--- src/rtl/ces_clk_pkg.sv ---
package ces_clk_pkg;
    // Avalon slave geometry
    localparam int AVS_AW = 5;
    localparam int AVS_DW = 32;
    // Register byte offsets
    localparam logic [4:0] REG_CTRL = 5'h00;
    localparam logic [4:0] REG_THRESH = 5'h04;
    localparam logic [4:0] REG_STATUS = 5'h08;
    localparam logic [4:0] REG_INC = 5'h0C;
    localparam logic [4:0] REG_RTS = 5'h10;
    // Field positions
    localparam int CTRL_MODE_LSB = 0;
    localparam int CTRL_CHAN_BIT = 2;
    localparam int CTRL_ALT_BIT = 3;
    localparam int THR_LO_LSB = 0;
    localparam int THR_HI_LSB = 8;
    localparam int STAT_ERR_BIT = 2;
    localparam int STAT_NETOK_BIT = 3;
    localparam int STAT_SRC_LSB = 4;
    localparam int STAT_LVL_LSB = 8;
    localparam int STAT_TEN_BIT = 16;
    // Clock recovery modes, code 3 is illegal
    localparam logic [1:0] MODE_SYNC = 2'h0;
    localparam logic [1:0] MODE_RTS = 2'h1;
    localparam logic [1:0] MODE_ADAPT = 2'h2;
    // Widths and reset values
    localparam int LVL_W = 6;
    localparam int INC_W = 24;
    localparam int RES_W = 4;
    localparam logic [5:0] THR_LO_RST = 6'h08;
    localparam logic [5:0] THR_HI_RST = 6'h18;
    localparam logic [23:0] INC_NOM = 24'h100000;
    localparam logic [23:0] INC_STEP = 24'h000100;
    // Cycle counts at 20 MHz; RTS period in service and recovered cycles
    localparam logic [7:0] REF_TIMEOUT_CYC = 8'hC8;
    localparam logic [3:0] LOCAL_DIV_CYC = 4'hF;
    localparam logic [7:0] ADJ_PERIOD_CYC = 8'h3F;
    localparam logic [2:0] RTS_PERIOD_CYC = 3'h7;
    typedef enum logic [1:0] {SRC_PRI, SRC_ALT, SRC_LOCAL} src_e;
endpackage

--- src/rtl/ces_fifo.sv ---
`timescale 1ns/1ps
`default_nettype none
module ces_fifo #(
    parameter int W = 8,
    parameter int D = 32,
    parameter int LW = $clog2(D) + 1
) (
    input wire logic clk_in,
    input wire logic rst_in,
    // Fill side
    input wire logic in_valid_in,
    output logic in_ready_out,
    input wire logic [W-1:0] in_data_in,
    // Drain side
    output logic out_valid_out,
    input wire logic out_ready_in,
    output logic [W-1:0] out_data_out,
    output logic [LW-1:0] level_out
);
    localparam int AW = $clog2(D);
    logic [W-1:0] mem [D];
    logic [AW-1:0] wp_r, wp_nxt, rp_r, rp_nxt;
    logic [LW-1:0] cnt_r, cnt_nxt;
    logic push, pop;
    always_comb
    begin
        in_ready_out = (cnt_r != LW'(D));
        out_valid_out = (cnt_r != '0);
        push = in_valid_in && in_ready_out;
        pop = out_valid_out && out_ready_in;
        wp_nxt = push ? AW'(wp_r + 1'b1) : wp_r;
        rp_nxt = pop ? AW'(rp_r + 1'b1) : rp_r;
        cnt_nxt = LW'(cnt_r + LW'(push) - LW'(pop));
        out_data_out = mem[rp_r];
        level_out = cnt_r;
    end
    always_ff @(posedge clk_in)
    begin
        if (push)
        begin
            mem[wp_r] <= in_data_in;
        end
        if (rst_in)
        begin
            wp_r <= '0;
            rp_r <= '0;
            cnt_r <= '0;
        end
        else
        begin
            wp_r <= wp_nxt;
            rp_r <= rp_nxt;
            cnt_r <= cnt_nxt;
        end
    end
endmodule
`default_nettype wire

--- src/rtl/ces_nco.sv ---
`timescale 1ns/1ps
`default_nettype none
module ces_nco #(
    parameter int W = 24
) (
    input wire logic clk_in,
    input wire logic rst_in,
    input wire logic [W-1:0] inc_in,
    output logic tick_out
);
    logic [W:0] acc_r, acc_nxt;
    logic tick_r, tick_nxt;
    // Phase accumulator: carry rate averages the increment over time
    always_comb
    begin
        acc_nxt = {1'b0, acc_r[W-1:0]} + {1'b0, inc_in};
        tick_nxt = acc_nxt[W];
    end
    always_ff @(posedge clk_in)
    begin
        if (rst_in)
        begin
            acc_r <= '0;
            tick_r <= 1'b0;
        end
        else
        begin
            acc_r <= acc_nxt;
            tick_r <= tick_nxt;
        end
    end
    assign tick_out = tick_r;
endmodule
`default_nettype wire

--- src/rtl/ces_clock_mode_ctrl.sv ---
// Design decisions made here: the placing of the registers and the Avalon-MM interface to the registers.
`timescale 1ns/1ps
`default_nettype none
// Operation
// Three recovery modes per circuit: synchronous, residual time stamp, adaptive.
// Without configuration every circuit runs synchronous.
// Channelised service only allowed while synchronous mode is selected.
// Synchronous mode carries traffic only with network reference present.
// Synchronous transmit clock follows the network reference directly.
// Residual mode only clear channel, and needs network reference.
// Segmenting side measures service clock against reference, emits residuals.
// Reassembly side uses received residuals plus reference to rebuild clock.
// Residual mode gives each circuit its own recovered clock.
// Adaptive mode needs no network reference at all.
// Adaptive mode only for clear channel circuits.
// Adaptive mode tracks average arrival rate, sends at matching rate.
// Adaptive: rising buffer fill speeds up transmit clock.
// Adaptive: draining buffer slows down transmit clock.
// Configuring party picks adaptive only when no reference exists.
// Failed primary reference falls back; primary retaken once restored.
// No usable alternate: local oscillator becomes the reference.
// Channelised plus residual or adaptive is rejected, error flag set.
// Adaptive thresholds programmable, hysteresis band between them.
module ces_clock_mode_ctrl
    import ces_clk_pkg::*;
#(
    parameter int FIFO_DEPTH = 32,
    parameter int DATA_W = 8
) (
    // Clock and reset
    input wire logic SYS_CLK_IN,
    input wire logic SYS_RST_IN,
    // Avalon-MM slave
    input wire logic [ces_clk_pkg::AVS_AW-1:0] AVS_ADDRESS_IN,
    input wire logic AVS_READ_IN,
    input wire logic AVS_WRITE_IN,
    input wire logic [ces_clk_pkg::AVS_DW-1:0] AVS_WRITEDATA_IN,
    input wire logic [3:0] AVS_BYTEENABLE_IN,
    output logic [ces_clk_pkg::AVS_DW-1:0] AVS_READDATA_OUT,
    output logic AVS_WAITREQUEST_OUT,
    // Reference and service clock pins
    input wire logic [1:0] NETWORK_REFERENCE_CLOCK_IN,
    input wire logic SERVICE_CLOCK_IN,
    // Constant-rate traffic in
    input wire logic [DATA_W-1:0] RX_DATA_IN,
    input wire logic RX_VALID_IN,
    output logic RX_READY_OUT,
    // Constant-rate traffic out
    output logic [DATA_W-1:0] TX_DATA_OUT,
    output logic TX_VALID_OUT,
    input wire logic TX_READY_IN,
    output logic TX_CLK_OUT,
    // Residual time stamps
    output logic [ces_clk_pkg::RES_W-1:0] RTS_OUT,
    output logic RTS_VALID_OUT,
    input wire logic [ces_clk_pkg::RES_W-1:0] RTS_RX_IN,
    input wire logic RTS_RX_VALID_IN
);
    import ces_clk_pkg::*;

    function automatic logic [1:0] src_code(input src_e s);
        src_code = (s == SRC_PRI) ? 2'h0 : (s == SRC_ALT) ? 2'h1 : 2'h2;
    endfunction

    // Pin synchronisers
    logic [1:0] ref_s1_r, ref_s2_r, ref_s3_r;
    logic svc_s1_r, svc_s2_r, svc_s3_r;
    logic [1:0] ref_edge, ref_ok;
    logic svc_edge;
    always_ff @(posedge SYS_CLK_IN)
    begin
        if (SYS_RST_IN)
        begin
            ref_s1_r <= 2'h0;
            ref_s2_r <= 2'h0;
            ref_s3_r <= 2'h0;
            svc_s1_r <= 1'b0;
            svc_s2_r <= 1'b0;
            svc_s3_r <= 1'b0;
        end
        else
        begin
            ref_s1_r <= NETWORK_REFERENCE_CLOCK_IN;
            ref_s2_r <= ref_s1_r;
            ref_s3_r <= ref_s2_r;
            svc_s1_r <= SERVICE_CLOCK_IN;
            svc_s2_r <= svc_s1_r;
            svc_s3_r <= svc_s2_r;
        end
    end
    assign ref_edge = ref_s2_r & ~ref_s3_r;
    assign svc_edge = svc_s2_r & ~svc_s3_r;

    // Loss-of-reference watchdog per source
    for (genvar i = 0; i < 2; i++)
    begin : g_watch
        logic [7:0] tmo_r, tmo_nxt;
        always_comb
        begin
            if (ref_edge[i])
            begin
                tmo_nxt = REF_TIMEOUT_CYC;
            end
            else
            begin
                tmo_nxt = (tmo_r != 8'h00) ? 8'(tmo_r - 8'h01) : tmo_r;
            end
        end
        always_ff @(posedge SYS_CLK_IN)
        begin
            if (SYS_RST_IN)
            begin
                tmo_r <= 8'h00;
            end
            else
            begin
                tmo_r <= tmo_nxt;
            end
        end
        assign ref_ok[i] = (tmo_r != 8'h00);
    end

    // Register file state
    logic [1:0] mode_r, mode_nxt;
    logic chan_r, chan_nxt, alt_en_r, alt_en_nxt, err_r, err_nxt;
    logic [LVL_W-1:0] lo_r, lo_nxt, hi_r, hi_nxt;
    logic wait_r, wait_nxt, cfg_seen_r, cfg_seen_nxt;
    logic [AVS_DW-1:0] rdata_r, rdata_nxt;
    logic req, wr_go, ctrl_wr, ctrl_bad;
    logic [1:0] wr_mode;

    // Reference selection and clocking state
    src_e src_r, src_nxt;
    logic [3:0] loc_cnt_r, loc_cnt_nxt;
    logic loc_tick, sel_pulse, net_ok;
    logic [LVL_W-1:0] level;
    logic [INC_W-1:0] inc_r, inc_nxt;
    logic [RES_W-1:0] rts_r, rts_nxt, ref_mod_r, ref_mod_nxt, loc_res_r, loc_res_nxt;
    logic rts_valid_r, rts_valid_nxt;
    logic [2:0] svc_cnt_r, svc_cnt_nxt, tx_cnt_r, tx_cnt_nxt;
    logic [7:0] adj_cnt_r, adj_cnt_nxt;
    logic adj_tick, nco_tick;
    logic [RES_W-1:0] res_diff;

    assign req = AVS_READ_IN || AVS_WRITE_IN;
    assign wr_go = AVS_WRITE_IN && !wait_r;
    assign ctrl_wr = wr_go && (AVS_ADDRESS_IN == REG_CTRL) && AVS_BYTEENABLE_IN[0];
    assign wr_mode = AVS_WRITEDATA_IN[CTRL_MODE_LSB +: 2];
    // Mode 3 is illegal; channelised needs synchronous mode
    assign ctrl_bad = (wr_mode == 2'h3) ||
        (AVS_WRITEDATA_IN[CTRL_CHAN_BIT] && (wr_mode != MODE_SYNC));

    always_comb
    begin
        mode_nxt = mode_r;
        chan_nxt = chan_r;
        alt_en_nxt = alt_en_r;
        lo_nxt = lo_r;
        hi_nxt = hi_r;
        cfg_seen_nxt = cfg_seen_r || ctrl_wr;
        // One wait cycle, then the request is answered
        wait_nxt = !(req && wait_r);
        rdata_nxt = rdata_r;
        err_nxt = err_r;
        if (ctrl_wr)
        begin
            alt_en_nxt = AVS_WRITEDATA_IN[CTRL_ALT_BIT];
            if (!ctrl_bad)
            begin
                mode_nxt = wr_mode;
                chan_nxt = AVS_WRITEDATA_IN[CTRL_CHAN_BIT];
            end
        end
        if (wr_go && (AVS_ADDRESS_IN == REG_THRESH))
        begin
            if (AVS_BYTEENABLE_IN[0])
            begin
                lo_nxt = AVS_WRITEDATA_IN[THR_LO_LSB +: LVL_W];
            end
            if (AVS_BYTEENABLE_IN[1])
            begin
                hi_nxt = AVS_WRITEDATA_IN[THR_HI_LSB +: LVL_W];
            end
        end
        if (wr_go && (AVS_ADDRESS_IN == REG_STATUS) && AVS_BYTEENABLE_IN[0]
            && AVS_WRITEDATA_IN[STAT_ERR_BIT])
        begin
            err_nxt = 1'b0;
        end
        // Setting wins over a clear in the same cycle
        if (ctrl_wr && ctrl_bad)
        begin
            err_nxt = 1'b1;
        end
        if (req && wait_r)
        begin
            rdata_nxt = '0;
            unique case (AVS_ADDRESS_IN)
                REG_CTRL: rdata_nxt[3:0] = {alt_en_r, chan_r, mode_r};
                REG_THRESH:
                begin
                    rdata_nxt[THR_LO_LSB +: LVL_W] = lo_r;
                    rdata_nxt[THR_HI_LSB +: LVL_W] = hi_r;
                end
                REG_STATUS:
                begin
                    rdata_nxt[1:0] = mode_r;
                    rdata_nxt[STAT_ERR_BIT] = err_r;
                    rdata_nxt[STAT_NETOK_BIT] = net_ok;
                    rdata_nxt[STAT_SRC_LSB +: 2] = src_code(src_r);
                    rdata_nxt[STAT_LVL_LSB +: LVL_W] = level;
                    rdata_nxt[STAT_TEN_BIT] = RX_READY_OUT;
                end
                REG_INC: rdata_nxt[INC_W-1:0] = inc_r;
                REG_RTS: rdata_nxt[RES_W-1:0] = rts_r;
                default: rdata_nxt = '0;
            endcase
        end
    end
    always_ff @(posedge SYS_CLK_IN)
    begin
        if (SYS_RST_IN)
        begin
            mode_r <= MODE_SYNC;
            chan_r <= 1'b0;
            alt_en_r <= 1'b0;
            lo_r <= THR_LO_RST;
            hi_r <= THR_HI_RST;
            err_r <= 1'b0;
            wait_r <= 1'b1;
            rdata_r <= '0;
            cfg_seen_r <= 1'b0;
        end
        else
        begin
            mode_r <= mode_nxt;
            chan_r <= chan_nxt;
            alt_en_r <= alt_en_nxt;
            lo_r <= lo_nxt;
            hi_r <= hi_nxt;
            err_r <= err_nxt;
            wait_r <= wait_nxt;
            rdata_r <= rdata_nxt;
            cfg_seen_r <= cfg_seen_nxt;
        end
    end
    assign AVS_READDATA_OUT = rdata_r;
    assign AVS_WAITREQUEST_OUT = wait_r;

    // Reference selection, local oscillator, residuals, rate steering
    assign net_ok = (src_r != SRC_LOCAL);
    assign loc_tick = (loc_cnt_r == LOCAL_DIV_CYC);
    assign adj_tick = (adj_cnt_r == ADJ_PERIOD_CYC);
    assign res_diff = RES_W'(RTS_RX_IN - loc_res_r);
    always_comb
    begin
        if (ref_ok[0])
        begin
            src_nxt = SRC_PRI;
        end
        else if (alt_en_r && ref_ok[1])
        begin
            src_nxt = SRC_ALT;
        end
        else
        begin
            src_nxt = SRC_LOCAL;
        end
        unique case (src_r)
            SRC_PRI: sel_pulse = ref_edge[0];
            SRC_ALT: sel_pulse = ref_edge[1];
            default: sel_pulse = loc_tick;
        endcase
        loc_cnt_nxt = loc_tick ? 4'h0 : 4'(loc_cnt_r + 4'h1);
        adj_cnt_nxt = adj_tick ? 8'h00 : 8'(adj_cnt_r + 8'h01);
        ref_mod_nxt = sel_pulse ? RES_W'(ref_mod_r + 1'b1) : ref_mod_r;
        // Segmenting side: sample reference phase every N service cycles
        svc_cnt_nxt = svc_cnt_r;
        rts_nxt = rts_r;
        rts_valid_nxt = 1'b0;
        if (svc_edge && (mode_r == MODE_RTS))
        begin
            svc_cnt_nxt = 3'(svc_cnt_r + 3'h1);
            if (svc_cnt_r == RTS_PERIOD_CYC)
            begin
                rts_nxt = ref_mod_r;
                rts_valid_nxt = 1'b1;
            end
        end
        // Reassembly side: local residual over N recovered cycles
        tx_cnt_nxt = tx_cnt_r;
        loc_res_nxt = loc_res_r;
        if (nco_tick)
        begin
            tx_cnt_nxt = 3'(tx_cnt_r + 3'h1);
            if (tx_cnt_r == RTS_PERIOD_CYC)
            begin
                loc_res_nxt = ref_mod_r;
            end
        end
        inc_nxt = inc_r;
        if ((mode_r == MODE_RTS) && RTS_RX_VALID_IN && (res_diff != '0))
        begin
            // More reference edges at the source means our copy runs fast
            if (res_diff[RES_W-1])
            begin
                inc_nxt = INC_W'(inc_r + INC_STEP);
            end
            else
            begin
                inc_nxt = INC_W'(inc_r - INC_STEP);
            end
        end
        else if ((mode_r == MODE_ADAPT) && adj_tick)
        begin
            // Band between thresholds holds the rate, avoids hunting
            if (level > hi_r && inc_r <= INC_W'(~INC_STEP))
            begin
                inc_nxt = INC_W'(inc_r + INC_STEP);
            end
            else if (level < lo_r && inc_r > INC_STEP)
            begin
                inc_nxt = INC_W'(inc_r - INC_STEP);
            end
        end
    end
    always_ff @(posedge SYS_CLK_IN)
    begin
        if (SYS_RST_IN)
        begin
            src_r <= SRC_LOCAL;
            loc_cnt_r <= 4'h0;
            adj_cnt_r <= 8'h00;
            ref_mod_r <= '0;
            svc_cnt_r <= 3'h0;
            tx_cnt_r <= 3'h0;
            rts_r <= '0;
            rts_valid_r <= 1'b0;
            loc_res_r <= '0;
            inc_r <= INC_NOM;
        end
        else
        begin
            src_r <= src_nxt;
            loc_cnt_r <= loc_cnt_nxt;
            adj_cnt_r <= adj_cnt_nxt;
            ref_mod_r <= ref_mod_nxt;
            svc_cnt_r <= svc_cnt_nxt;
            tx_cnt_r <= tx_cnt_nxt;
            rts_r <= rts_nxt;
            rts_valid_r <= rts_valid_nxt;
            loc_res_r <= loc_res_nxt;
            inc_r <= inc_nxt;
        end
    end
    assign RTS_OUT = rts_r;
    assign RTS_VALID_OUT = rts_valid_r;

    // This instance is one circuit with a private recovered clock
    ces_nco #(.W(INC_W)) u_nco (
        .clk_in(SYS_CLK_IN),
        .rst_in(SYS_RST_IN),
        .inc_in(inc_r),
        .tick_out(nco_tick)
    );

    // Traffic path
    logic f_in_ready, f_out_valid, pop, tx_tick;
    logic [DATA_W-1:0] f_data;
    logic rx_ready_r, rx_ready_nxt, tx_valid_r, tx_valid_nxt, tx_clk_r, tx_clk_nxt;
    logic [DATA_W-1:0] tx_data_r, tx_data_nxt;
    logic traffic_en;
    // Synchronous locks to the selected reference; others to the NCO
    assign tx_tick = (mode_r == MODE_SYNC) ? sel_pulse : nco_tick;
    // Adaptive needs no reference; the other two stall without one
    assign traffic_en = (mode_r == MODE_ADAPT) || net_ok;
    assign pop = tx_tick && f_out_valid && TX_READY_IN;
    ces_fifo #(.W(DATA_W), .D(FIFO_DEPTH), .LW(LVL_W)) u_fifo (
        .clk_in(SYS_CLK_IN),
        .rst_in(SYS_RST_IN),
        .in_valid_in(RX_VALID_IN && rx_ready_r),
        .in_ready_out(f_in_ready),
        .in_data_in(RX_DATA_IN),
        .out_valid_out(f_out_valid),
        .out_ready_in(pop),
        .out_data_out(f_data),
        .level_out(level)
    );
    always_comb
    begin
        // Registered ready keeps one slot spare for the in-flight push
        rx_ready_nxt = traffic_en && f_in_ready &&
            (level < LVL_W'(FIFO_DEPTH - 1));
        tx_valid_nxt = pop;
        tx_data_nxt = pop ? f_data : tx_data_r;
        tx_clk_nxt = tx_tick ? !tx_clk_r : tx_clk_r;
    end
    always_ff @(posedge SYS_CLK_IN)
    begin
        if (SYS_RST_IN)
        begin
            rx_ready_r <= 1'b0;
            tx_valid_r <= 1'b0;
            tx_data_r <= '0;
            tx_clk_r <= 1'b0;
        end
        else
        begin
            rx_ready_r <= rx_ready_nxt;
            tx_valid_r <= tx_valid_nxt;
            tx_data_r <= tx_data_nxt;
            tx_clk_r <= tx_clk_nxt;
        end
    end
    assign RX_READY_OUT = rx_ready_r;
    assign TX_VALID_OUT = tx_valid_r;
    assign TX_DATA_OUT = tx_data_r;
    assign TX_CLK_OUT = tx_clk_r;
endmodule
`default_nettype wire

--- config.mk ---
export PLATFORM = sky130hd
export DESIGN_NAME = ces_clock_mode_ctrl
export DESIGN_NICKNAME = d
export VERILOG_FILES = /design/src/rtl/ces_clk_pkg.sv /design/src/rtl/ces_fifo.sv /design/src/rtl/ces_nco.sv /design/src/rtl/ces_clock_mode_ctrl.sv
export SDC_FILE = /design/constraint.sdc
export NUM_CORES = 1
export LEC_CHECK = 0
export ABC_AREA = 1
export BUFFER_PORTS_ARGS = -buffer_cell sky130_fd_sc_hd__buf_2
export CELL_PAD_IN_SITES_DETAIL_PLACEMENT = 1
export CELL_PAD_IN_SITES_GLOBAL_PLACEMENT = 2
export CORE_ASPECT_RATIO = 0.7
export CORE_MARGIN = 3
export CORE_UTILIZATION = 41
export DETAILED_ROUTE_END_ITERATION = 16
export HOLD_SLACK_MARGIN = 0.02
export PLACE_DENSITY = 0.87
export SLEW_MARGIN = 20
export SYNTH_ARGS = -nofsm -noshare
export SYNTH_HDL_FRONTEND = slang
export SYNTH_HIERARCHICAL = 1
export SYNTH_SLANG_ARGS = --single-unit
export TNS_END_PERCENT = 30
--- constraint.sdc ---
create_clock -name SYS_CLK_IN -period 4.75 [get_ports SYS_CLK_IN]
set_input_delay 0.475 -clock SYS_CLK_IN [delete_from_list [all_inputs] [get_ports SYS_CLK_IN]]
set_output_delay 0.475 -clock SYS_CLK_IN [all_outputs]
set_load 0.01 [all_outputs]
==> qor.json, run 1 <==
{
  "run_status": "completed",
  "cp_common_cell": "sky130_fd_sc_hd__ha_1",
  "drive_above_1_share_pct": 9.63,
  "vdd_ir_drop_max_v": 0.000239,
  "synth_sequential_area_ratio_pct": 53.1,
  "p_seq_share_pct": 47.5,
  "core_area_mm2": 0.0499,
  "power.density_mw_per_mm2": 382,
  "timing_hold_violations_final": 0,
  "leakage_nw": 9.60,
  "timing_worst_setup_path_type": "flip-flop to flip-flop",
  "path_delay_family": "adder cells",
  "route.detailed.vias_per_inst": 5.32,
  "drt.antenna.violating_nets": 0,
  "worstPathRequired_ns": 5.26,
  "insertion_delay_ns": 0.59,
  "placement.io_buffers": 79,
  "ys_flop_type": "sky130_fd_sc_hd__edfxtp_1",
  "route.detailed.drc": 0,
  "grt_overflow": 0,
  "io_pins": 112,
  "fmax_ghz": 0.281,
  "clkSlewWorstSetupHoldPaths_ns": 0.06,
  "yosys_warnings": 6,
  "grt_start_max_net_pins": 86,
  "bufs_on_longest_clock_path": 3,
  "power_report.internal_total_mw": 6.34,
  "slew_violations": 0,
  "power_switching_share_pct": 27.7,
  "grt_setup_unrepaired": "no",
  "critical_path.max_stage_delay_ns": 0.40,
  "cts_tree": "done",
  "fp.dieArea_mm2": 0.0538,
  "cts-resized-gates": 0,
  "first_iter_violations": 1310,
  "track_usage_pct": 23.1,
  "cts.htree.levels": 2,
  "critical_path.max_fanout": 10,
  "yosys.cell_types.count": 56,
  "timing.critical_path.from_type": "flip-flop",
  "max-slew-margin-rel_pct": 29.5,
  "setup.worst_path.end_class": "flip-flop",
  "final_nets": 2638,
  "via_count_of_the_first_global_routing_pass": 17307,
  "number_of_buffers_created_by_cts": 44,
  "cts.root.buffer_cell": "sky130_fd_sc_hd__clkbuf_16",
  "std_cell_rows": 68,
  "fraction_of_the_cycle_the_final_worst_path_needs_pct": 74.9,
  "num_antenna_cells": 0,
  "placement.cell_area_mm2": 0.0216,
  "via_count": 17009,
  "dpl.hpwl_mm": 43.4,
  "cts_setup_buffers": 0,
  "postSynthAreaPerCell_um2": 8.53,
  "antenna_found_initial": 1,
  "path_buf_inv": 4,
  "wirelength_mm": 61.9,
  "grt_pass1_wl_mm": 97.1,
  "cts_sinks": 427,
  "ys_async_sr_fraction_pct": 0,
  "postLayoutCellArea_mm2": 0.0230,
  "fin_setup_tns_ns": 0,
  "drtPass1Iterations": 7,
  "setup_viol": 0,
  "syn-instance-count": 2450,
  "die_width_um": 276,
  "timing.clock.skew_ns": 0.0250,
  "final.min_clock_period_ns": 3.56,
  "gp_congestion": 0.844,
  "switching_power_mw": 2.43,
  "max_slew.worst_pin.slew_ns": 1.06,
  "power.share.combinational_pct": 14.0,
  "routedWlPerCell_um": 19.4,
  "die_h_um": 195,
  "yosys_register_bits": 427,
  "max_cap_violations": 0,
  "cts_hold_repair.buffers": 0,
  "number_of_flops_mapped_to_enable_cells_by_yosys": 256,
  "synth_area_mm2": 0.0209,
  "floorplan.initialDensity_pct": 41.9,
  "critical_path_arrival_ns": 4.07,
  "worst_hold_path_type": "input pin to flip-flop",
  "path_cells": "ha_1 -> nand4_1 -> nand3_2 -> nand2_1 -> o21ai_2 -> nand3_2 -> clkinv_2 -> nand2_1 -> clkinv_1 -> ha_1 -> inv_1 -> ha_1 -> inv_1 -> fa_1 -> o31ai_1 -> o21ai_0 -> a21oi_1",
  "synthToLayoutAreaGrowth_pct": 9.92,
  "timing.critical_path.slowest_stage_cell": "sky130_fd_sc_hd__fa_1",
  "power.share.clock_pct": 38.5
}
-- logic make-up (layout without fill, tap and decap cells) --
logic type | Yosys count | after routing | share of synthesized area, %
AO/OA/AOI/OAI | 226 | 226 | 6.00
other | 1 | 19 | 0.0179
adder cells (fa/ha/maj) | 68 | 68 | 4.14
AND/OR/NAND/NOR | 1368 | 1368 | 28.0
XOR/XNOR | 29 | 29 | 1.21
flip-flops | 427 | 427 | 53.1
buffers and inverters | 331 | 398 | 7.51
-- worst paths after layout --
kind	startpoint	end	slack, ns	depth (start not counted)
hold reg to reg	ref_s1_r[0]	ref_s2_r[0]	0.41	2
hold / removal	NETWORK_REFERENCE_CLOCK_IN[1]	ref_s1_r[1]	0.11	3
setup reg to reg	loc_cnt_r[0]	u_fifo/level_out[4]	1.19	17
setup / recovery	loc_cnt_r[0]	u_fifo/level_out[4]	1.19	17
-- tightest hold or removal path, cell delays in order --
cell	delay (ns)
sky130_fd_sc_hd__buf_2	0.10
sky130_fd_sc_hd__inv_1	0.04
sky130_fd_sc_hd__nor2_1	0.03
-- Yosys cell counts, types with 3 or more instances --
cell                       number  area share (%)
sky130_fd_sc_hd__nand4_1       20            0.60
sky130_fd_sc_hd__buf_4         20            0.72
sky130_fd_sc_hd__nand3_2        8            0.38
sky130_fd_sc_hd__nand3b_1       3            0.11
sky130_fd_sc_hd__clkbuf_1      21            0.38
sky130_fd_sc_hd__inv_2         10            0.18
sky130_fd_sc_hd__o22ai_1        4            0.12
sky130_fd_sc_hd__a21oi_1      115             2.8
sky130_fd_sc_hd__inv_1        220             3.9
sky130_fd_sc_hd__a21oi_2        9            0.38
sky130_fd_sc_hd__o211ai_1       8            0.29
sky130_fd_sc_hd__buf_1          3           0.054
sky130_fd_sc_hd__xnor2_1        9            0.38
sky130_fd_sc_hd__xor2_1        20            0.84
sky130_fd_sc_hd__a31oi_1        3           0.090
sky130_fd_sc_hd__nand3_1      262             6.3
sky130_fd_sc_hd__nand2_2       35             1.0
sky130_fd_sc_hd__edfxtp_1     256              37
sky130_fd_sc_hd__ha_1          66             3.9
sky130_fd_sc_hd__o21ai_0       68             1.6
sky130_fd_sc_hd__o221ai_1       4            0.17
sky130_fd_sc_hd__buf_6         26             1.4
sky130_fd_sc_hd__nor2_1       199             3.6
sky130_fd_sc_hd__o31ai_1        3            0.11
sky130_fd_sc_hd__nor3b_1        4            0.14
sky130_fd_sc_hd__nor2_2         9            0.27
sky130_fd_sc_hd__o21ai_2        3            0.13
sky130_fd_sc_hd__or2_2          3           0.090
sky130_fd_sc_hd__nand2_4        4            0.22
sky130_fd_sc_hd__buf_2         22            0.53
sky130_fd_sc_hd__nor3_1        16            0.38
sky130_fd_sc_hd__nor2_4         7            0.38
sky130_fd_sc_hd__clkinv_1       5           0.090
sky130_fd_sc_hd__dfxtp_1      171              16
sky130_fd_sc_hd__nand2_1      790              14
-- through the flow --
step	util (%)	std cells	hold WS (ns)	worst slack [ns]	power, mW
floorplan	-	2468	0.388	1.79	5.09
global placement	43.3	3126	0.395	1.31	5.37
detailed placement	43.3	3126	0.402	1.20	5.46
CTS	46.1	3200	0.0726	1.17	8.85
global route	46.1	3200	0.0955	0.855	9.22
finish	46.1	3200	0.108	1.19	8.78
-- final cells by class --
type                       count  area (um^2)
inverter                     237          896
multi-input combinational   1710         8300
fill                        5978        26900
timing repair buffer          87          470
clock buffer                  59         1200
clock inverter                15          173
tap                          665          832
sequential                   427        11100
-- flip-flops by register name (all words and copies together), names as in the netlist, 4 cells and up, named ones only --
name	flops
u_nco/acc_r	24
u_fifo/level_out	6
u_fifo/rp_r	5
loc_res_r	4
hi_r	6
RTS_OUT	4
u_fifo/mem	256
AVS_READDATA_OUT	22
inc_r	16
TX_DATA_OUT	8
lo_r	6
u_fifo/wp_r	5
ref_mod_r	4
loc_cnt_r	4
adj_cnt_r	8
g_watch.tmo_r	16
-- power groups by stage --
| stage | Clock (mW) | Sequential [mW] | Combinational (mW) |
|---|---|---|---|
| after floorplan | 0 | 4.22 | 0.876 |
| after global placement | 0 | 4.24 | 1.14 |
| after detailed placement | 0 | 4.25 | 1.21 |
| after CTS | 3.46 | 4.17 | 1.21 |
| after global routing | 3.62 | 4.19 | 1.41 |
| final | 3.38 | 4.17 | 1.22 |
-- per-layer routing --
metal  GRT usage [%]  part of all wire [%]  up-vias
met2            34.0                    43      348
li1                -                     -     8109
met5               0                 0.019        -
met1            36.0                    51     8491
met4            4.22                   1.2        2
met3            3.52                   5.3       59
-- cell usage in the layout (no fill, tap or decap), drive strengths merged, types with 9 or more instances in the layout --
master,n
edfxtp,256
nor2,215
nor3,17
dfxtp,171
nand3,270
xnor2,9
clkbuf,59
o211ai,9
nand4,20
a21oi,124
nand2,829
xor2,20
buf,87
conb,19
o21ai,73
clkinv,17
ha,66
inv,230
(Power assumes the default switching activity.)
==> inputs of run 2 (changes only) <==
--- a/config.mk
+++ b/config.mk
@@ -11,10 +11,10 @@
 export CELL_PAD_IN_SITES_GLOBAL_PLACEMENT = 2
 export CORE_ASPECT_RATIO = 0.7
 export CORE_MARGIN = 3
-export CORE_UTILIZATION = 41
+export CORE_UTILIZATION = 38
 export DETAILED_ROUTE_END_ITERATION = 16
 export HOLD_SLACK_MARGIN = 0.02
-export PLACE_DENSITY = 0.87
+export PLACE_DENSITY = 0.82
 export SLEW_MARGIN = 20
 export SYNTH_ARGS = -nofsm -noshare
 export SYNTH_HDL_FRONTEND = slang
==> constraint.sdc (replaced) <==
create_clock -name SYS_CLK_IN -period 3.4 [get_ports SYS_CLK_IN]
set_input_delay 0.34 -clock SYS_CLK_IN [delete_from_list [all_inputs] [get_ports SYS_CLK_IN]]
set_output_delay 0.34 -clock SYS_CLK_IN [all_outputs]
set_load 0.01 [all_outputs]
==> run 2 against run 1 <==
Effect of this change:
- maximum frequency rose by 13%
- first-iteration DRC count fell by 16%
- sequential power rose by 40%
- sequential cell count did not move
- power rose by 42%
- sequential share of layout area fell by 0.98 points
- via count fell by 0.14%
- hold slack got worse by 0.038 ns
- critical endpoint unchanged
- largest cell class unchanged
- highest routed layer is now met4
==> qor.json, run 2 (synthesized netlist as in run 1, its figures left out) <==
{
  "fmax": {"value": 0.317, "unit": "GHz", "change": "+13%"},
  "clkSlewWorstSetupHoldPaths": {"value": 0.06, "unit": "ns", "change": "about the same"},
  "run_status": "completed",
  "worstSetupEndpoint": "u_fifo/level_out[4]",
  "power_report.internal_total": {"value": 9.01, "unit": "mW", "change": "+42%"},
  "route.detailed.vias_per_inst": {"value": 5.13, "change": "-3.5%"},
  "fp.dieArea": {"value": 0.0579, "unit": "mm^2", "change": "+7.7%"},
  "timing.critical_path.from": "loc_cnt_r[0]",
  "routedWlPerCell": {"value": 19.0, "unit": "um", "change": "-1.7%"},
  "critical_path.max_stage_delay": {"value": 0.42, "unit": "ns", "change": "+0.02 ns"},
  "placement.cell_area": {"value": 0.0219, "unit": "mm^2", "change": "+1.4%"},
  "cts.htree.levels": {"value": 2, "change": "unchanged"},
  "critical_path_arrival": {"value": 3.68, "unit": "ns", "change": "-0.39 ns"},
  "fin_setup_tns": {"value": 0, "unit": "ns", "change": "unchanged"},
  "path_cells": "ha_1 -> nand4_1 -> nand3_2 -> nand2_1 -> o21ai_2 -> nand3_2 -> clkinv_2 -> nand2_2 -> clkinv_1 -> ha_1 -> inv_1 -> ha_1 -> inv_1 -> fa_1 -> o31ai_2 -> o21ai_0 -> a21oi_1",
  "cts_tree": "done",
  "first_iter_violations": {"value": 1097, "change": "-16%"},
  "insertion_delay": {"value": 0.59, "unit": "ns", "change": "about the same"},
  "power.share.clock": {"value": 39.4, "unit": "%", "change": "+0.9 points"},
  "final.min_clock_period": {"value": 3.16, "unit": "ns", "change": "-0.397 ns"},
  "switching_power": {"value": 3.47, "unit": "mW", "change": "+42%"},
  "worst_r2r_endpoint": "u_fifo/level_out[4]",
  "track_usage": {"value": 21.8, "unit": "%", "change": "-1.3 points"},
  "postLayoutCellArea": {"value": 0.0235, "unit": "mm^2", "change": "+2.1%"},
  "timing.critical_path.from_type": "flip-flop",
  "route.detailed.drc": {"value": 0, "change": "unchanged"},
  "cts_sinks": {"value": 427, "change": "unchanged"},
  "floorplan.initialDensity": {"value": 38.7, "unit": "%", "change": "-3.3 points"},
  "power_switching_share": {"value": 27.8, "unit": "%", "change": "+0.045 points"},
  "timing.clock.skew": {"value": 0.0220, "unit": "ns", "change": "-0.00300 ns"},
  "final_nets": {"value": 2676, "change": "+1.4%"},
  "drtPass1Iterations": {"value": 5, "change": "-2"},
  "path_delay_family": "adder cells",
  "synthToLayoutAreaGrowth_pct": 12.2,
  "max_slew.worst_pin.slew": {"value": 1.05, "unit": "ns", "change": "-0.0101 ns"},
  "io_pins": {"value": 112, "change": "unchanged"},
  "num_antenna_cells": {"value": 0, "change": "unchanged"},
  "antenna_found_initial": {"value": 0, "change": "-1"},
  "cts.root.buffer_cell": "sky130_fd_sc_hd__clkbuf_16",
  "critical_path.max_fanout": {"value": 9, "change": "-1"},
  "slew_violations": {"value": 0, "change": "unchanged"},
  "die_h": {"value": 202, "unit": "um", "change": "+3.8%"},
  "reg2reg_setup_slack": {"value": 0.24, "unit": "ns", "change": "-0.95 ns"},
  "worst-path-stages": {"value": 17, "change": "unchanged"},
  "drt.antenna.violating_nets": {"value": 0, "change": "unchanged"},
  "max_cap_violations": {"value": 0, "change": "unchanged"},
  "largest_register_ff_count": {"value": 256, "change": "unchanged"},
  "number_of_buffers_created_by_cts": {"value": 44, "change": "unchanged"},
  "grt_start_max_net_pins": {"value": 81, "change": "-5.8%"},
  "worstPathRequired": {"value": 3.92, "unit": "ns", "change": "-1.34 ns"},
  "power.density": {"value": 532, "unit": "mW/mm^2", "change": "+39%"},
  "fillCellCount": {"value": 6414, "change": "+7.3%"},
  "layout_commonest_cell": "sky130_fd_sc_hd__nand2_1",
  "worst_hold_path_type": "input pin to flip-flop",
  "vdd_ir_drop_max": {"value": 0.000407, "unit": "V", "change": "+70%"},
  "cts_setup_buffers": {"value": 0, "change": "unchanged"},
  "gp_congestion": {"value": 0.839, "change": "-0.62%"},
  "timing_hold_violations_final": {"value": 0, "change": "unchanged"},
  "rr_worst_depth": {"value": 17, "change": "unchanged"},
  "power.share.combinational": {"value": 14.0, "unit": "%", "change": "about the same"},
  "hold_depth": {"value": 3, "change": "unchanged"},
  "drive_above_1_share": {"value": 10.8, "unit": "%", "change": "+1.2 points"},
  "timing.critical_path.slowest_stage_cell": "sky130_fd_sc_hd__fa_1",
  "grt_overflow": {"value": 0, "change": "unchanged"},
  "die_width": {"value": 286, "unit": "um", "change": "+3.8%"},
  "multi_input_logic_area": {"value": 0.00830, "unit": "mm^2", "change": "about the same"},
  "leakage": {"value": 9.84, "unit": "nW", "change": "+2.6%"},
  "layout_common_cells": "sky130_fd_sc_hd__nand2_1, sky130_fd_sc_hd__nand3_1, sky130_fd_sc_hd__edfxtp_1",
  "fraction_of_the_cycle_the_final_worst_path_needs": {"value": 92.9, "unit": "%", "change": "+18 points"},
  "wirelength": {"value": 63.0, "unit": "mm", "change": "+1.7%"},
  "setup.worst_path.end_class": "flip-flop",
  "std_cell_rows": {"value": 71, "change": "+4.4%"},
  "setup_viol": {"value": 0, "change": "unchanged"},
  "via_count_of_the_first_global_routing_pass": {"value": 17381, "change": "+0.43%"},
  "path_buf_inv": {"value": 4, "change": "unchanged"},
  "worst_r2r_startpoint": "loc_cnt_r[0]",
  "core_area": {"value": 0.0541, "unit": "mm^2", "change": "+8.5%"},
  "timing_worst_setup_path_type": "flip-flop to flip-flop",
  "largest-register": "u_fifo/mem",
  "area.sequential": {"value": 0.0111, "unit": "mm^2", "change": "about the same"},
  "bufs_on_longest_clock_path": {"value": 3, "change": "unchanged"},
  "placement.io_buffers": {"value": 79, "change": "unchanged"},
  "cp_common_cell": "sky130_fd_sc_hd__ha_1",
  "via_count": {"value": 16986, "change": "-0.14%"},
  "p_seq_share": {"value": 46.7, "unit": "%", "change": "-0.8 points"},
  "dpl.hpwl": {"value": 44.0, "unit": "mm", "change": "+1.2%"},
  "max-slew-margin-rel": {"value": 30.2, "unit": "%", "change": "+0.67 points"},
  "grt_setup_unrepaired": "no",
  "post_layout_power": {"value": 12.5, "unit": "mW", "change": "+42%"},
  "grt_pass1_wl": {"value": 99.3, "unit": "mm", "change": "+2.2%"}
}
## run 2: cell count changes in the layout (fill, tap and decap cells not counted), sizes merged
cell / before / now
buf: 87 / 116
bufinv: 2 / 4
inv: 230 / 234
clkinvlp: 3 / 2
clkbuf: 59 / 54
clkinv: 17 / 25
dlygate4sd3: 0 / 9
## run 2: how the worst min path moves through the flow
stage / start / end / slack (ns)
global placement: ref_s1_r[1] / ref_s2_r[1] / 0.40
global route: AVS_WRITEDATA_IN[8] / hi_r[0] / 0.06
detailed placement: svc_s1_r / svc_s2_r / 0.40
finish: AVS_WRITEDATA_IN[0] / lo_r[0] / 0.07
floorplan: ref_s1_r[0] / ref_s2_r[0] / 0.39
CTS: AVS_WRITEDATA_IN[0] / lo_r[0] / 0.02
## run 2: worst reg2reg max path, stage by stage, from the launching register on
cell	delay (ns)
sky130_fd_sc_hd__dfxtp_1	0.32
sky130_fd_sc_hd__ha_1	0.24
sky130_fd_sc_hd__nand4_1	0.12
sky130_fd_sc_hd__nand3_2	0.15
sky130_fd_sc_hd__nand2_1	0.11
sky130_fd_sc_hd__o21ai_2	0.08
sky130_fd_sc_hd__nand3_2	0.09
sky130_fd_sc_hd__clkinv_2	0.16
sky130_fd_sc_hd__nand2_2	0.15
sky130_fd_sc_hd__clkinv_1	0.11
sky130_fd_sc_hd__ha_1	0.29
sky130_fd_sc_hd__inv_1	0.06
sky130_fd_sc_hd__ha_1	0.19
sky130_fd_sc_hd__inv_1	0.07
sky130_fd_sc_hd__fa_1	0.42
sky130_fd_sc_hd__o31ai_2	0.28
sky130_fd_sc_hd__o21ai_0	0.11
sky130_fd_sc_hd__a21oi_1	0.14
## run 2: layout make-up
cell class | count | share of cell area [%]
Tap cell | 730 | 3.89
Multi-Input combinational cell | 1710 | 35.4
Timing Repair Buffer | 125 | 3.37
Sequential cell | 427 | 47.4
Clock inverter | 28 | 1.18
Inverter | 237 | 3.81
Clock buffer | 54 | 4.94
## run 2: repair_timing
action,in CTS,in global routing
hold buffers,9,0
endpoints found under the setup margin,0,1
gates resized for setup,0,2
endpoints found under the hold margin,9,0
## run 2: power groups by stage
| stage | Clock, mW | Sequential [mW] | Combinational [mW] |
|---|---|---|---|
| CTS | 5.06 | 5.82 | 1.72 |
| finish | 4.91 | 5.82 | 1.74 |
| floorplan | 0 | 5.89 | 1.22 |
| global route | 5.29 | 5.84 | 1.99 |
| global placement | 0 | 5.92 | 1.63 |
| detailed placement | 0 | 5.93 | 1.70 |
## run 2: stage by stage
step	instances	util [%]	hold WS (ns)	setup WS, ns
floorplan	2468	-	0.388	0.442
global placement	3220	40.5	0.396	0.282
detailed placement	3220	40.5	0.402	0.199
CTS	3311	43.3	0.0206	0.179
global route	3311	43.4	0.0597	0.0323
finish	3311	43.4	0.0704	0.241
## run 2: layer usage
metal	part of all wire, %	global-route usage [%]
met1	52	33.4
met2	43	32.8
met3	4.3	3.07
met4	1.5	4.55
met5	0	0
==> inputs of run 3 (changes only) <==
--- a/config.mk
+++ b/config.mk
@@ -5,16 +5,16 @@
 export SDC_FILE = /design/constraint.sdc
 export NUM_CORES = 1
 export LEC_CHECK = 0
-export ABC_AREA = 1
+export ABC_AREA = 0
 export BUFFER_PORTS_ARGS = -buffer_cell sky130_fd_sc_hd__buf_2
 export CELL_PAD_IN_SITES_DETAIL_PLACEMENT = 1
 export CELL_PAD_IN_SITES_GLOBAL_PLACEMENT = 2
 export CORE_ASPECT_RATIO = 0.7
 export CORE_MARGIN = 3
-export CORE_UTILIZATION = 38
+export CORE_UTILIZATION = 42
 export DETAILED_ROUTE_END_ITERATION = 16
 export HOLD_SLACK_MARGIN = 0.02
-export PLACE_DENSITY = 0.82
+export PLACE_DENSITY = 0.81
 export SLEW_MARGIN = 20
 export SYNTH_ARGS = -nofsm -noshare
 export SYNTH_HDL_FRONTEND = slang
==> run 3 against run 2 <==
Effect of this change:
- global-route usage decreased by 1.0 points
- sequential cell count did not move
- critical path depth is the same
==> qor.json, run 3 <==
{
  "run_status": "completed",
  "number_of_buffers_created_by_cts": {"value": 43, "change": "-2.3%"},
  "synth.top_cells.by_area": "sky130_fd_sc_hd__edfxtp_1, sky130_fd_sc_hd__dfxtp_1, sky130_fd_sc_hd__mux2i_1",
  "ys_async_sr_fraction": {"value": 0, "unit": "%", "change": "unchanged"},
  "die_h": {"value": 185, "unit": "um", "change": "-8.8%"},
  "hold_depth": {"value": 3, "change": "unchanged"},
  "layout_commonest_cell": "sky130_fd_sc_hd__edfxtp_1",
  "cts.htree.levels": {"value": 2, "change": "unchanged"},
  "worst_r2r_startpoint": "loc_cnt_r[0]",
  "insertion_delay": {"value": 0.57, "unit": "ns", "change": "-0.02 ns"},
  "worstPathRequired": {"value": 3.80, "unit": "ns", "change": "-0.12 ns"},
  "yosys_warnings": {"value": 6, "change": "unchanged"},
  "reg2reg_setup_slack": {"value": 0.24, "unit": "ns", "change": "about the same"},
  "via_count_of_the_first_global_routing_pass": {"value": 13267, "change": "-24%"},
  "ys_flop_type": "sky130_fd_sc_hd__edfxtp_1",
  "wirelength": {"value": 50.1, "unit": "mm", "change": "-21%"},
  "cts_tree": "done",
  "bufs_on_longest_clock_path": {"value": 3, "change": "unchanged"},
  "rr_worst_depth": {"value": 17, "change": "unchanged"},
  "pre_cts_ws": {"value": 0.118, "unit": "ns", "change": "-0.0817 ns"},
  "netlist.area_leader.share": {"value": 40.2, "unit": "%", "change": "+3.4 points"},
  "drtPass1Iterations": {"value": 5, "change": "unchanged"},
  "dpl.hpwl": {"value": 34.1, "unit": "mm", "change": "-22%"},
  "syn-instance-count": {"value": 1551, "change": "-37%"},
  "slew_violations": {"value": 0, "change": "unchanged"},
  "fp.dieArea": {"value": 0.0482, "unit": "mm^2", "change": "-17%"},
  "layout_common_cells": "sky130_fd_sc_hd__edfxtp_1, sky130_fd_sc_hd__nor2_1, sky130_fd_sc_hd__dfxtp_1",
  "route.detailed.drc": {"value": 0, "change": "unchanged"},
  "fraction_of_the_cycle_the_final_worst_path_needs": {"value": 92.8, "unit": "%", "change": "about the same"},
  "drive_above_1_share": {"value": 15.1, "unit": "%", "change": "+4.3 points"},
  "number_of_flops_mapped_to_enable_cells_by_yosys": {"value": 256, "change": "unchanged"},
  "leakage": {"value": 7.72, "unit": "nW", "change": "-22%"},
  "vdd_ir_drop_max": {"value": 0.000288, "unit": "V", "change": "-29%"},
  "power_switching_share": {"value": 25.6, "unit": "%", "change": "-2.2 points"},
  "post_layout_power": {"value": 11.9, "unit": "mW", "change": "-4.4%"},
  "cts.root.buffer_cell": "sky130_fd_sc_hd__clkbuf_16",
  "routedWlPerCell": {"value": 21.8, "unit": "um", "change": "+15%"},
  "antenna_found_initial": {"value": 0, "change": "unchanged"},
  "synth_area": {"value": 0.0191, "unit": "mm^2", "change": "-8.5%"},
  "timing.critical_path.from_type": "flip-flop",
  "first_iter_violations": {"value": 1038, "change": "-5.4%"},
  "via_count": {"value": 12888, "change": "-24%"},
  "power.share.combinational": {"value": 12.5, "unit": "%", "change": "-1.5 points"},
  "critical_path.max_fanout": {"value": 4, "change": "-5"},
  "timing.clock.skew": {"value": 0.0317, "unit": "ns", "change": "+0.00965 ns"},
  "setup.worst_path.end_class": "flip-flop",
  "gp_congestion": {"value": 0.783, "change": "-6.7%"},
  "core_area": {"value": 0.0443, "unit": "mm^2", "change": "-18%"},
  "largest-register": "u_fifo/mem",
  "postLayoutSetupSlackWorst": {"value": 0.244, "unit": "ns", "change": "+0.00301 ns"},
  "critical_path_arrival": {"value": 3.56, "unit": "ns", "change": "-0.12 ns"},
  "setup_viol": {"value": 0, "change": "unchanged"},
  "final_nets": {"value": 1797, "change": "-33%"},
  "io_pins": {"value": 112, "change": "unchanged"},
  "clkSlewWorstSetupHoldPaths": {"value": 0.06, "unit": "ns", "change": "about the same"},
  "grt_overflow": {"value": 0, "change": "unchanged"},
  "post-place-cells": {"value": 2212, "change": "-31%"},
  "floorplan.initialDensity": {"value": 43.2, "unit": "%", "change": "+4.5 points"},
  "power.density": {"value": 549, "unit": "mW/mm^2", "change": "+3.1%"},
  "drt.antenna.violating_nets": {"value": 0, "change": "unchanged"},
  "power.share.clock": {"value": 38.9, "unit": "%", "change": "-0.5 points"},
  "largest_register_ff_count": {"value": 256, "change": "unchanged"},
  "cts_sinks": {"value": 427, "change": "unchanged"},
  "synth_sequential_area_ratio": {"value": 58.1, "unit": "%", "change": "+5.0 points"},
  "yosys_register_bits": {"value": 427, "change": "unchanged"},
  "final_core_utilization": {"value": 49.1, "unit": "%", "change": "+5.8 points"},
  "worst_hold_path_type": "input pin to flip-flop",
  "grt_setup_unrepaired": "no",
  "fin_setup_tns": {"value": 0, "unit": "ns", "change": "unchanged"},
  "switching_power": {"value": 3.05, "unit": "mW", "change": "-12%"},
  "die_width": {"value": 261, "unit": "um", "change": "-8.8%"},
  "max_slew.worst_pin.slew": {"value": 0.894, "unit": "ns", "change": "-0.152 ns"},
  "worst_r2r_endpoint": "u_fifo/level_out[4]",
  "timing_hold_violations_final": {"value": 0, "change": "unchanged"},
  "grt_start_max_net_pins": {"value": 141, "change": "+74%"},
  "track_usage": {"value": 20.8, "unit": "%", "change": "-1.0 points"},
  "final.min_clock_period": {"value": 3.16, "unit": "ns", "change": "-0.00301 ns"},
  "final_instance_count_excl_fillers": {"value": 2295, "change": "-31%"},
  "p_seq_share": {"value": 48.6, "unit": "%", "change": "+1.9 points"},
  "route.detailed.vias_per_inst": {"value": 5.62, "change": "+9.5%"},
  "postSynthAreaPerCell": {"value": 12.3, "unit": "um^2", "change": "+44%"},
  "grt_pass1_wl": {"value": 77.9, "unit": "mm", "change": "-22%"},
  "fmax": {"value": 0.317, "unit": "GHz", "change": "about the same"},
  "yosys.cell_types.count": {"value": 93, "change": "+66%"},
  "synthToLayoutAreaGrowth_pct": 13.7,
  "placement.io_buffers": {"value": 79, "change": "unchanged"},
  "min_delay_worst_endpoint": "lo_r[4]",
  "std_cell_rows": {"value": 64, "change": "-9.9%"},
  "max_cap_violations": {"value": 0, "change": "unchanged"},
  "synth_top_cells_by_count": "sky130_fd_sc_hd__edfxtp_1, sky130_fd_sc_hd__nor2_1, sky130_fd_sc_hd__dfxtp_1",
  "synthMostInstantiatedCell": "sky130_fd_sc_hd__edfxtp_1",
  "power_report.internal_total": {"value": 8.88, "unit": "mW", "change": "-1.4%"},
  "max-slew-margin-rel": {"value": 40.2, "unit": "%", "change": "+10 points"},
  "hold_start": "AVS_WRITEDATA_IN[4]",
  "timing_worst_setup_path_type": "flip-flop to flip-flop",
  "yosys.area.top_type": "sky130_fd_sc_hd__edfxtp_1"
}
## run 3: cell types whose count changed in the layout (fill, tap and decap cells not counted), sizes merged, moves of 17 or more
cell / change
o21ai: -37
nor2b: +36
nor2: -40
inv: -189
nand2: -760
clkinv: -18
a21oi: -48
nand3: -219
xnor2: +20
mux2i: +93
a22oi: +42
a221oi: +17
mux4: +32
## run 3: worst max path at each step
stage	from	to	cells past startpoint
after global placement	loc_cnt_r[0]	u_fifo/level_out[4]	17
after detailed placement	loc_cnt_r[0]	u_fifo/level_out[4]	17
after CTS	loc_cnt_r[0]	u_fifo/level_out[4]	17
final	loc_cnt_r[0]	u_fifo/level_out[4]	17
after global routing	loc_cnt_r[0]	u_fifo/level_out[4]	17
after floorplan	loc_cnt_r[0]	u_fifo/level_out[4]	18
## run 3: kinds of logic (layout without fill, tap and decap cells)
| group | after synthesis | in the layout | share of synthesized area, % |
|---|---|---|---|
| and+or+nand+nor | 479 | 479 | 12.5 |
| xor gates and xnor gates | 47 | 47 | 2.15 |
| AOI/OAI and AO/OA | 267 | 267 | 9.96 |
| buffers and inverters | 126 | 257 | 3.06 |
| adders and majority gates | 68 | 68 | 4.53 |
| DFF | 427 | 427 | 58.1 |
| other | 1 | 20 | 0.0196 |
| muxes | 136 | 136 | 9.66 |
## run 3: area by class of cell
class | instances | area, um^2
diodes | 1 | 2.50
fillers | 4580 | 22500
repair buffers | 134 | 835
clock buffers | 67 | 1220
flip-flops and latches | 427 | 11100
multi-input cells | 1016 | 7520
inverters | 44 | 165
clock inverters | 12 | 153
well taps | 594 | 743
## run 3: layer usage
metal  up-vias  wire (um)  global-route usage (%)
met4         0        830                    4.23
met2       249      22300                    32.2
met1      6580      24700                    31.3
li1       6007          -                       -
met3        52       2210                    3.06
met5         -          0                       0
## run 3: through the flow
stage,hold WS [ns],area [um^2]
after floorplan,0.414,19200
after global placement,0.445,20300
after detailed placement,0.427,20300
after CTS,0.0271,21700
after global routing,0.0558,21700
final,0.0483,21800
## run 3: repair_timing
action,CTS,global route
hold endpoints to repair,3,0
buffers inserted,0,0
setup endpoints to repair,0,1
hold buffers,3,0
gates resized for setup,0,4
## run 3: worst max-delay path: stages (launching register included)
cell                       delay (ns)
sky130_fd_sc_hd__dfxtp_1         0.34
sky130_fd_sc_hd__ha_2            0.22
sky130_fd_sc_hd__and3_1          0.21
sky130_fd_sc_hd__nand2_1         0.09
sky130_fd_sc_hd__o21ai_2         0.08
sky130_fd_sc_hd__mux2_2          0.31
sky130_fd_sc_hd__and3_1          0.21
sky130_fd_sc_hd__nand2_2         0.08
sky130_fd_sc_hd__inv_1           0.06
sky130_fd_sc_hd__ha_1            0.26
sky130_fd_sc_hd__inv_1           0.05
sky130_fd_sc_hd__ha_1            0.15
sky130_fd_sc_hd__inv_1           0.05
sky130_fd_sc_hd__fa_1            0.39
sky130_fd_sc_hd__nand2b_1        0.17
sky130_fd_sc_hd__a21oi_2         0.16
sky130_fd_sc_hd__o21a_1          0.13
sky130_fd_sc_hd__nor3_1          0.05
## run 3: power groups by stage
stage	registers, mW	logic, mW	clock network (mW)
global route	5.82	1.67	5.01
CTS	5.80	1.47	4.77
finish	5.80	1.49	4.64
global placement	5.90	1.41	0
detailed placement	5.91	1.46	0
floorplan	5.87	1.07	0
